<file path="src/pci_pkg.sv">
/*
 * Constants, codes and types for the parameter channel interpreter.
 * Assumes a single 125 MHz system clock domain.
 */
`default_nettype none
package pci_pkg;
    // ==========================================================
    // Channel layout (8 bytes, most significant byte first)
    localparam int PCI_CHAN_BYTES = 8;
    localparam int PCI_ID_HI_BYTE = 0;
    localparam int PCI_ID_LO_BYTE = 1;
    localparam int PCI_SUB_HI_BYTE = 2;
    localparam int PCI_SUB_LO_BYTE = 3;
    localparam int PCI_VAL_BYTE0 = 4;
    // ==========================================================
    // Identifier word fields
    localparam int PCI_CODE_MSB = 15;
    localparam int PCI_CODE_LSB = 12;
    localparam int PCI_SPONT_BIT = 11;
    localparam int PCI_PNUM_MSB = 10;
    localparam int PCI_PNUM_LSB = 0;
    // ==========================================================
    // Request codes
    localparam logic [3:0] PCI_REQ_NONE = 4'h0;
    localparam logic [3:0] PCI_REQ_READ = 4'h1;
    localparam logic [3:0] PCI_REQ_WR_WORD = 4'h2;
    localparam logic [3:0] PCI_REQ_WR_DWORD = 4'h3;
    localparam logic [3:0] PCI_REQ_ARR_READ = 4'h6;
    localparam logic [3:0] PCI_REQ_ARR_WR_WORD = 4'h7;
    localparam logic [3:0] PCI_REQ_ARR_WR_DWORD = 4'h8;
    localparam logic [3:0] PCI_REQ_ARR_COUNT = 4'h9;
    // Response codes
    localparam logic [3:0] PCI_RSP_NONE = 4'h0;
    localparam logic [3:0] PCI_RSP_WORD = 4'h1;
    localparam logic [3:0] PCI_RSP_DWORD = 4'h2;
    localparam logic [3:0] PCI_RSP_ARR_WORD = 4'h4;
    localparam logic [3:0] PCI_RSP_ARR_DWORD = 4'h5;
    localparam logic [3:0] PCI_RSP_ARR_COUNT = 4'h6;
    localparam logic [3:0] PCI_RSP_ERROR = 4'h7;
    // ==========================================================
    // Error numbers
    localparam logic [31:0] PCI_ERR_BAD_PNUM = 32'h0000_0000;
    localparam logic [31:0] PCI_ERR_READ_ONLY = 32'h0000_0001;
    localparam logic [31:0] PCI_ERR_LIMIT = 32'h0000_0002;
    localparam logic [31:0] PCI_ERR_SUBINDEX = 32'h0000_0003;
    localparam logic [31:0] PCI_ERR_NO_ARRAY = 32'h0000_0004;
    localparam logic [31:0] PCI_ERR_DATA_TYPE = 32'h0000_0005;
    localparam logic [31:0] PCI_ERR_RESET_ONLY = 32'h0000_0006;
    localparam logic [31:0] PCI_ERR_OP_STATE = 32'h0000_0011;
    localparam logic [31:0] PCI_ERR_OTHER = 32'h0000_0012;
    // ==========================================================
    // Store access status from the parameter store
    localparam logic [3:0] PCI_ST_OK = 4'h0;
    localparam logic [3:0] PCI_ST_BAD_PNUM = 4'h1;
    localparam logic [3:0] PCI_ST_READ_ONLY = 4'h2;
    localparam logic [3:0] PCI_ST_LIMIT = 4'h3;
    localparam logic [3:0] PCI_ST_SUBINDEX = 4'h4;
    localparam logic [3:0] PCI_ST_NO_ARRAY = 4'h5;
    localparam logic [3:0] PCI_ST_RESET_ONLY = 4'h6;
    localparam logic [3:0] PCI_ST_OP_STATE = 4'h7;
    localparam logic [3:0] PCI_ST_OTHER = 4'h8;
    // ==========================================================
    // Reset values
    localparam logic [15:0] PCI_RST_ID = 16'h0000;
    localparam logic [15:0] PCI_RST_SUB = 16'h0000;
    localparam logic [31:0] PCI_RST_VAL = 32'h0000_0000;
    localparam logic [7:0] PCI_RST_BYTE = 8'h00;

    typedef enum logic [1:0] {
        PCI_IDLE = 2'b00,
        PCI_WAIT = 2'b01,
        PCI_HOLD = 2'b10
    } pci_state_t;
endpackage : pci_pkg
`default_nettype wire

</file>
<file path="src/pci_err_map.sv">
/*
 * Maps a parameter store status onto the channel's error number.
 * Purely combinational; assumes the status codes of pci_pkg.
 */
`default_nettype none
module pci_err_map
    import pci_pkg::*;
(
    input wire logic [3:0] status,
    input wire logic type_mismatch,
    output logic [31:0] err_num
);
    // ==========================================================
    // Status to error number
    // Type mismatch wins: the store status is not looked at in that case
    always_comb begin
        err_num = PCI_ERR_OTHER;
        if (type_mismatch) begin
            err_num = PCI_ERR_DATA_TYPE;
        end else begin
            unique case (status)
                PCI_ST_BAD_PNUM: err_num = PCI_ERR_BAD_PNUM;
                PCI_ST_READ_ONLY: err_num = PCI_ERR_READ_ONLY;
                PCI_ST_LIMIT: err_num = PCI_ERR_LIMIT;
                PCI_ST_SUBINDEX: err_num = PCI_ERR_SUBINDEX;
                PCI_ST_NO_ARRAY: err_num = PCI_ERR_NO_ARRAY;
                PCI_ST_RESET_ONLY: err_num = PCI_ERR_RESET_ONLY;
                PCI_ST_OP_STATE: err_num = PCI_ERR_OP_STATE;
                default: err_num = PCI_ERR_OTHER;
            endcase
        end
    end
endmodule : pci_err_map
`default_nettype wire

</file>
<file path="src/pci_interp.sv">
/*
 * Parameter channel interpreter: decodes the 8-byte request slot of
 * the cyclic data, runs one access to the parameter store and holds
 * the answer in the 8-byte response slot.
 * Assumes the cyclic exchange gives a one-cycle cyc_strobe with a
 * stable request slot, and a parameter store that answers a one-cycle
 * store_req with store_done some cycles later.
 */
`default_nettype none
module pci_interp
    import pci_pkg::*;
(
    input wire logic sys_clk,
    input wire logic rst,
    input wire logic cyc_strobe,
    input wire logic [63:0] req_slot,
    output logic [63:0] rsp_slot,
    output logic rsp_update,
    output logic busy,
    output logic store_req,
    output logic store_write,
    output logic store_array,
    output logic store_count,
    output logic [10:0] store_pnum,
    output logic [15:0] store_sub,
    output logic [31:0] store_wdata,
    input wire logic store_done,
    input wire logic [3:0] store_status,
    input wire logic store_dword,
    input wire logic [31:0] store_rdata
);
    // ==========================================================
    // Request slot unpacking, most significant byte first
    logic [15:0] in_id;
    logic [15:0] in_sub;
    logic [31:0] in_val;
    logic [3:0] in_code;
    logic [10:0] in_pnum;
    logic [63:0] in_bytes;
    genvar gi;
    // Byte k of the slot sits at bits 63-8k downward
    for (gi = 0; gi < PCI_CHAN_BYTES; gi++) begin : g_bytes
        assign in_bytes[63 - 8 * gi -: 8] = req_slot[63 - 8 * gi -: 8];
    end
    assign in_id = {in_bytes[63 - 8 * PCI_ID_HI_BYTE -: 8],
                    in_bytes[63 - 8 * PCI_ID_LO_BYTE -: 8]};
    assign in_sub = {in_bytes[63 - 8 * PCI_SUB_HI_BYTE -: 8],
                     in_bytes[63 - 8 * PCI_SUB_LO_BYTE -: 8]};
    assign in_val = in_bytes[63 - 8 * PCI_VAL_BYTE0 -: 32];
    assign in_code = in_id[PCI_CODE_MSB:PCI_CODE_LSB];
    assign in_pnum = in_id[PCI_PNUM_MSB:PCI_PNUM_LSB];

    // ==========================================================
    // Request classification
    logic req_known;
    logic req_write;
    logic req_array;
    logic req_cnt;
    logic req_want_dw;
    always_comb begin
        req_known = 1'b1;
        req_write = 1'b0;
        req_array = 1'b0;
        req_cnt = 1'b0;
        req_want_dw = 1'b0;
        unique case (in_code)
            PCI_REQ_READ: req_write = 1'b0;
            PCI_REQ_WR_WORD: req_write = 1'b1;
            PCI_REQ_WR_DWORD: begin
                req_write = 1'b1;
                req_want_dw = 1'b1;
            end
            PCI_REQ_ARR_READ: req_array = 1'b1;
            PCI_REQ_ARR_WR_WORD: begin
                req_write = 1'b1;
                req_array = 1'b1;
            end
            PCI_REQ_ARR_WR_DWORD: begin
                req_write = 1'b1;
                req_array = 1'b1;
                req_want_dw = 1'b1;
            end
            PCI_REQ_ARR_COUNT: begin
                req_array = 1'b1;
                req_cnt = 1'b1;
            end
            default: req_known = 1'b0;
        endcase
    end

    // ==========================================================
    // Error number mapping
    logic hold_dw;
    logic type_bad;
    logic [31:0] err_num;
    // Write width must match the stored type of the parameter; uses the
    // registered access kind, as the slot may change while waiting
    assign type_bad = store_write & (store_dword != hold_dw);
    pci_err_map u_err_map (
        .status(store_status),
        .type_mismatch(type_bad),
        .err_num(err_num)
    );

    // ==========================================================
    // Sequencer state
    pci_state_t state;
    pci_state_t next_state;
    logic [15:0] held_id;
    logic [15:0] next_held_id;
    logic [15:0] held_sub;
    logic [15:0] next_held_sub;
    logic [31:0] held_val;
    logic [31:0] next_held_val;
    logic next_hold_dw;
    logic [63:0] next_rsp_slot;
    logic next_rsp_update;
    logic next_store_req;
    logic next_store_write;
    logic next_store_array;
    logic next_store_count;
    logic [3:0] ok_code;
    logic new_cmd;

    // A command is new when its words differ from the one last taken
    assign new_cmd = (in_id != held_id) || (in_sub != held_sub)
                     || (in_val != held_val);

    // Positive answer code by request kind and stored type
    always_comb begin
        ok_code = store_dword ? PCI_RSP_DWORD : PCI_RSP_WORD;
        if (store_count) begin
            ok_code = PCI_RSP_ARR_COUNT;
        end else if (store_array) begin
            ok_code = store_dword ? PCI_RSP_ARR_DWORD
                                  : PCI_RSP_ARR_WORD;
        end
    end

    // Next-state logic; the request slot is only looked at in IDLE
    // and HOLD, so a second request cannot disturb one in flight
    always_comb begin
        next_state = state;
        next_held_id = held_id;
        next_held_sub = held_sub;
        next_held_val = held_val;
        next_hold_dw = hold_dw;
        next_rsp_slot = rsp_slot;
        next_rsp_update = 1'b0;
        next_store_req = 1'b0;
        next_store_write = store_write;
        next_store_array = store_array;
        next_store_count = store_count;
        unique case (state)
            PCI_IDLE, PCI_HOLD: begin
                if (cyc_strobe && (state == PCI_IDLE || new_cmd)) begin
                    next_held_id = in_id;
                    next_held_sub = in_sub;
                    next_held_val = in_val;
                    next_hold_dw = req_want_dw;
                    if (in_code == PCI_REQ_NONE) begin
                        // Idle request clears the answer to code 0
                        next_rsp_slot = {PCI_RSP_NONE, 1'b0, in_pnum,
                                         in_sub, in_val};
                        next_rsp_update = 1'b1;
                        next_state = PCI_HOLD;
                    end else if (!req_known) begin
                        next_rsp_slot = {PCI_RSP_ERROR, 1'b0, in_pnum,
                                         in_sub, PCI_ERR_OTHER};
                        next_rsp_update = 1'b1;
                        next_state = PCI_HOLD;
                    end else begin
                        next_store_req = 1'b1;
                        next_store_write = req_write;
                        next_store_array = req_array;
                        next_store_count = req_cnt;
                        next_state = PCI_WAIT;
                    end
                end
            end
            PCI_WAIT: begin
                if (store_done) begin
                    next_rsp_update = 1'b1;
                    next_state = PCI_HOLD;
                    if (store_status != PCI_ST_OK || type_bad) begin
                        next_rsp_slot = {PCI_RSP_ERROR, 1'b0,
                                         held_id[PCI_PNUM_MSB:PCI_PNUM_LSB],
                                         held_sub, err_num};
                    end else if (store_write) begin
                        next_rsp_slot = {ok_code, 1'b0,
                                         held_id[PCI_PNUM_MSB:PCI_PNUM_LSB],
                                         held_sub, held_val};
                    end else begin
                        next_rsp_slot = {ok_code, 1'b0,
                                         held_id[PCI_PNUM_MSB:PCI_PNUM_LSB],
                                         held_sub, store_rdata};
                    end
                end
            end
            default: next_state = PCI_IDLE;
        endcase
    end

    // ==========================================================
    // State registers
    always_ff @(posedge sys_clk or posedge rst) begin
        if (rst) begin
            state <= PCI_IDLE;
            held_id <= PCI_RST_ID;
            held_sub <= PCI_RST_SUB;
            held_val <= PCI_RST_VAL;
            hold_dw <= 1'b0;
            rsp_slot <= {PCI_RST_ID, PCI_RST_SUB, PCI_RST_VAL};
            rsp_update <= 1'b0;
            store_req <= 1'b0;
            store_write <= 1'b0;
            store_array <= 1'b0;
            store_count <= 1'b0;
        end else begin
            state <= next_state;
            held_id <= next_held_id;
            held_sub <= next_held_sub;
            held_val <= next_held_val;
            hold_dw <= next_hold_dw;
            rsp_slot <= next_rsp_slot;
            rsp_update <= next_rsp_update;
            store_req <= next_store_req;
            store_write <= next_store_write;
            store_array <= next_store_array;
            store_count <= next_store_count;
        end
    end

    // Store address and data come from the held request, so they are
    // registered and stable for the whole access
    always_ff @(posedge sys_clk or posedge rst) begin
        if (rst) begin
            busy <= 1'b0;
        end else begin
            busy <= (next_state == PCI_WAIT);
        end
    end
    assign store_pnum = held_id[PCI_PNUM_MSB:PCI_PNUM_LSB];
    assign store_sub = held_sub;
    assign store_wdata = held_val;

    // ==========================================================
    // Checks
    a_spont_zero: assert property (@(posedge sys_clk) disable iff (rst)
        rsp_update |-> !rsp_slot[48 + PCI_SPONT_BIT])
        else $error("spontaneous bit set in answer");
    a_one_request: assert property (@(posedge sys_clk) disable iff (rst)
        store_req |-> $past(state) != PCI_WAIT)
        else $error("second store access while busy");
    a_write_echo: assert property (@(posedge sys_clk) disable iff (rst)
        (state == PCI_WAIT && store_done && store_write
         && store_status == PCI_ST_OK && !type_bad)
        |=> rsp_slot[31:0] == held_val
            && rsp_slot[47:32] == held_sub)
        else $error("write answer does not echo request");
    a_error_code: assert property (@(posedge sys_clk) disable iff (rst)
        (state == PCI_WAIT && store_done && store_status != PCI_ST_OK)
        |=> rsp_slot[63:60] == PCI_RSP_ERROR)
        else $error("failed access not answered with error code");
    a_count_code: assert property (@(posedge sys_clk) disable iff (rst)
        (state == PCI_WAIT && store_done && store_count
         && store_status == PCI_ST_OK)
        |=> rsp_slot[63:60] == PCI_RSP_ARR_COUNT)
        else $error("element count answered with wrong code");
    a_array_code: assert property (@(posedge sys_clk) disable iff (rst)
        (state == PCI_WAIT && store_done && store_array && !store_count
         && store_status == PCI_ST_OK && !type_bad)
        |=> rsp_slot[63:60] == ($past(store_dword) ? PCI_RSP_ARR_DWORD
                                                   : PCI_RSP_ARR_WORD))
        else $error("array answer code wrong");
    a_plain_code: assert property (@(posedge sys_clk) disable iff (rst)
        (state == PCI_WAIT && store_done && !store_array
         && store_status == PCI_ST_OK && !type_bad)
        |=> rsp_slot[63:60] == ($past(store_dword) ? PCI_RSP_DWORD
                                                   : PCI_RSP_WORD))
        else $error("plain answer code wrong");
    a_answer_held: assert property (@(posedge sys_clk) disable iff (rst)
        (state == PCI_HOLD && !(cyc_strobe && new_cmd))
        |=> $stable(rsp_slot))
        else $error("answer changed without new command");
    a_none_clears: assert property (@(posedge sys_clk) disable iff (rst)
        (state != PCI_WAIT && cyc_strobe && in_code == PCI_REQ_NONE
         && (state == PCI_IDLE || new_cmd))
        |=> rsp_update && rsp_slot[63:60] == PCI_RSP_NONE)
        else $error("idle request not answered with code 0");
endmodule : pci_interp
`default_nettype wire

</file>
<file path="config.mk">
export PLATFORM = sky130hd
export DESIGN_NAME = pci_interp
export DESIGN_NICKNAME = d
export VERILOG_FILES = /design/src/pci_pkg.sv /design/src/pci_err_map.sv /design/src/pci_interp.sv
export SDC_FILE = /design/constraint.sdc
export NUM_CORES = 1
export LEC_CHECK = 0
export ABC_AREA = 1
export BUFFER_PORTS_ARGS = -buffer_cell sky130_fd_sc_hd__buf_2
export CAP_MARGIN = 5
export CORE_MARGIN = 4
export CORE_UTILIZATION = 53
export CTS_BUF_LIST = sky130_fd_sc_hd__clkbuf_4
export CTS_CLUSTER_SIZE = 14
export DETAILED_ROUTE_END_ITERATION = 16
export PLACE_DENSITY = 0.9
export SYNTH_ARGS = -nofsm -noshare
export SYNTH_HDL_FRONTEND = slang
export SYNTH_SLANG_ARGS = --single-unit
</file>
<file path="constraint.sdc">
create_clock -name sys_clk -period 5.99 [get_ports sys_clk]
set_input_delay 1.198 -clock sys_clk [delete_from_list [all_inputs] [get_ports sys_clk]]
set_output_delay 1.198 -clock sys_clk [all_outputs]
set_load 0.005 [all_outputs]
</file>
==> impl_metrics.py <==
metrics = {
    "status": {
        "status": "complete, no violations",
    },
    "global_route": {
        "antenna_found_initial": 3,
        "grt_usage": 0.2916,
        "overflow": 0,
        "grt_pass1_wl_mm": 37.09,
        "grt_pass1_vias": 7018,
        "grt_max_degree": 88,
    },
    "power": {
        "power_frac_comb": 0.282,
        "power_density_nw_per_um2": 277.3,
        "p_int_mw": 1.552,
        "power_frac_clock": 0.222,
        "peakVddDrop_uv": 179.6,
        "seq_power_share": 0.495,
        "power.switching_mw": 0.8849,
        "power_leakage_nw": 4.975,
        "swShare": 0.3631,
    },
    "sta": {
        "slew_headroom": 0.2140,
        "fin_crit_sh": 0.6290,
        "setup_viol": 0,
        "drv_slew": 0,
        "finalCriticalPeriod_ns": 3.768,
        "tightest_slew_ns": 1.176,
        "finClkSkew_ns": 0.02025,
        "rsz0062_at_grt": "no",
        "timing.final.ws_setup_ns": 2.222,
        "hold_viol": 0,
        "fmax_mhz": 265.4,
        "finalSetupTns_ns": 0,
    },
    "synth": {
        "syn_area_sq_um": 7530,
        "syn_area_per_cell_sq_um": 7.097,
        "synth_xor_area_frac": 0.01047,
        "synth_area_leaders": "dfrtp_1 (45%), nand2_1 (20%), o21ai_0 (9.1%), inv_1 (5.8%), nand3_1 (4.6%)",
        "ys_ff_latch": 135,
        "synth_compound_area_frac": 0.1319,
        "synthMuxAreaShare": 0,
        "synthCells": 1061,
        "yosys.area_share.adder": 0.001662,
        "yosys_warnings": 0,
        "synth_top_area_frac": 0.4487,
        "synth_top_cell_by_area": "dfrtp_1",
        "ys_types": 31,
        "synth_top_family_by_area": "simple AND/OR/NAND/NOR gates",
        "synth_seq_area_share": 0.4487,
        "yosys.area_share.simple": 0.2933,
    },
    "clocking": {
        "cts_tree": "done",
        "cts_setup_buffers": 0,
        "cts_sinks": 135,
        "path_clk_slew_ns": 0.11,
        "clockBufferDepth": 2,
        "cts_resized": 0,
        "h-tree-depth": 4,
        "cts.root.buffer_cell": "clkbuf_4",
        "numCtsBuffers": 17,
        "insertion_delay_ns": 0.57,
        "cts_hold_buf": 0,
    },
    "die": {
        "num_rows": 43,
        "die_area_sq_um": 16180,
        "die_x_um": 127.2,
        "initial_core_util": 0.5425,
        "die_h_um": 127.2,
        "ios": 234,
        "coreArea_sq_um": 13880,
    },
    "detailed_routing": {
        "ant_nets": 0,
        "wl_met1_mm": 9.741,
        "drt_iter0_drc": 683,
        "wl_met3_mm": 2.240,
        "dr_wl_met2_mm": 11.09,
        "drc_errors": 0,
        "vias": 7778,
        "top_layer": "met5",
        "firstDrtPassIters": 5,
        "totalWireLength_mm": 23.90,
        "routedWlPerCell_um": 16.55,
        "viasPerCell": 5.386,
    },
    "place": {
        "place_hpwl_mm": 17.09,
        "routabilityCongestion": 0.9066,
        "dp_worst_setup_slack_ns": 1.742,
        "portBuffers": 231,
    },
    "worst_setup_path": {
        "critPathMostFrequentCell": "nand2_1",
        "cp.required_ns": 6.49,
        "cp-start-kind": "input port",
        "end_kind": "flop",
        "slowest_delay_ns": 1.04,
        "cp_max_fo": 64,
        "slowest_stage": "nand2_4",
        "path_cells": "buf_2, o21ai_0, nor2_1, nand2_1, nor2_1, nand2_1, nor2_1, nand3_2, nand4_4, nand2_4, nand2_1, nand2_1",
        "arrival_ns": 4.27,
        "critPathKind": "input port to flop",
    },
    "finish": {
        "layout_commonest_cell": "nand2_1",
        "area_delta_synth_final_pct": 16.73,
        "n_fill_cell": 1278,
        "final_cell_mix": "nand2_1 (392), buf_2 (231), o21ai_0 (137)",
        "layout-drive-gt1-share": 0.2168,
        "antenna_cells": 0,
        "nets": 1359,
    },
    "flow_run": {
        "maxCapViolCount": 0,
    },
    "hold_path": {
        "hold_path_class": "flop to flop",
    },
}
## stage by stage
step | power, mW | hold WS (ns) | utilization | area [sq um] | std cells
6_report | 2.437 | 0.4948 | 0.6332 | 8790 | 1444
2_1_floorplan | 1.613 | 0.4530 | - | 7533 | 1062
4_1_cts | 2.447 | 0.4990 | 0.6332 | 8790 | 1444
3_5_place_dp | 1.908 | 0.4729 | 0.6167 | 8561 | 1414
3_3_place_gp | 1.881 | 0.4656 | 0.6167 | 8561 | 1414
5_1_grt | 2.600 | 0.5248 | 0.6332 | 8790 | 1444
## cells in the mapped netlist
library cell,count
o211ai_1,1
conb_1,1
o21ai_1,1
buf_4,15
nand3_2,3
clkbuf_8,3
o21ai_0,137
inv_2,1
nand3_1,69
clkbuf_1,23
nand2_4,1
nand4_1,1
buf_2,11
nand2_1,393
nor3_1,5
o22ai_1,23
buf_1,2
xor2_1,1
a21oi_1,9
nand4_4,1
buf_6,10
or2_0,1
or2_2,1
nor2_1,75
o41ai_1,1
a31oi_1,3
dfrtp_1,135
ha_1,1
xnor2_1,8
o32ai_1,9
inv_1,116
## state kept, by name (all words and copies together) (netlist names), 2 cells and up
signal,cells
held_id,16
store_wdata,32
store_sub,16
state,2
rsp_slot,62
## cell families (layout without fill, tap and decap cells)
family / Yosys count / count (layout)
adder cells (fa/ha/maj): 1 / 1
XOR/XNOR: 9 / 9
buffers and inverters: 181 / 383
AO/OA/AOI/OAI: 184 / 184
other: 1 / 2
AND/OR/NAND/NOR: 550 / 550
flip-flops: 135 / 135
## power by group through the flow
stage                     registers [mW]  clock network, mW  logic (mW)
after floorplan                     1.19                  0       0.422
after global placement              1.21                  0       0.668
after detailed placement            1.22                  0       0.688
after CTS                           1.20              0.554       0.690
after global routing                1.23              0.598       0.774
final                               1.21              0.542       0.688
## final timing paths
kind	startpoint	slack, ns	depth (start not counted)	to
max	req_slot[33]	2.22	12	rsp_slot[19]
min	held_id[12]	0.49	2	held_id[12]
max reg2reg	store_sub[1]	2.48	12	rsp_slot[19]
min reg2reg	held_id[12]	0.49	2	held_id[12]
max in group asynchronous	rst	4.08	3	store_sub[13]
min in group asynchronous	rst	0.76	2	store_wdata[24]
## worst max-delay path: cells and delay by family
kind / cells / cell delay, ns
and+or+nand+nor: 10 / 2.54
buffers and inverters: 1 / 0.11
AOI/OAI and AO/OA: 1 / 0.35
## metal layers
layer	vias to the layer above	track usage
li1	3737	-
met1	3569	0.3915
met2	399	0.4567
met3	69	0.07316
met4	4	0.1148
met5	-	0
## final cells by class
class	instances	area [sq um]	area share
Clock buffer	23	172.7	0.01964
Inverter	117	444.2	0.05053
Sequential cell	135	3379	0.3845
Clock inverter	7	56.30	0.006406
Multi-Input combinational cell	746	3318	0.3775
Tap cell	180	225.2	0.02562
Timing Repair Buffer	236	1194	0.1358
No activity file was read; power rests on OpenSTA's default activity.
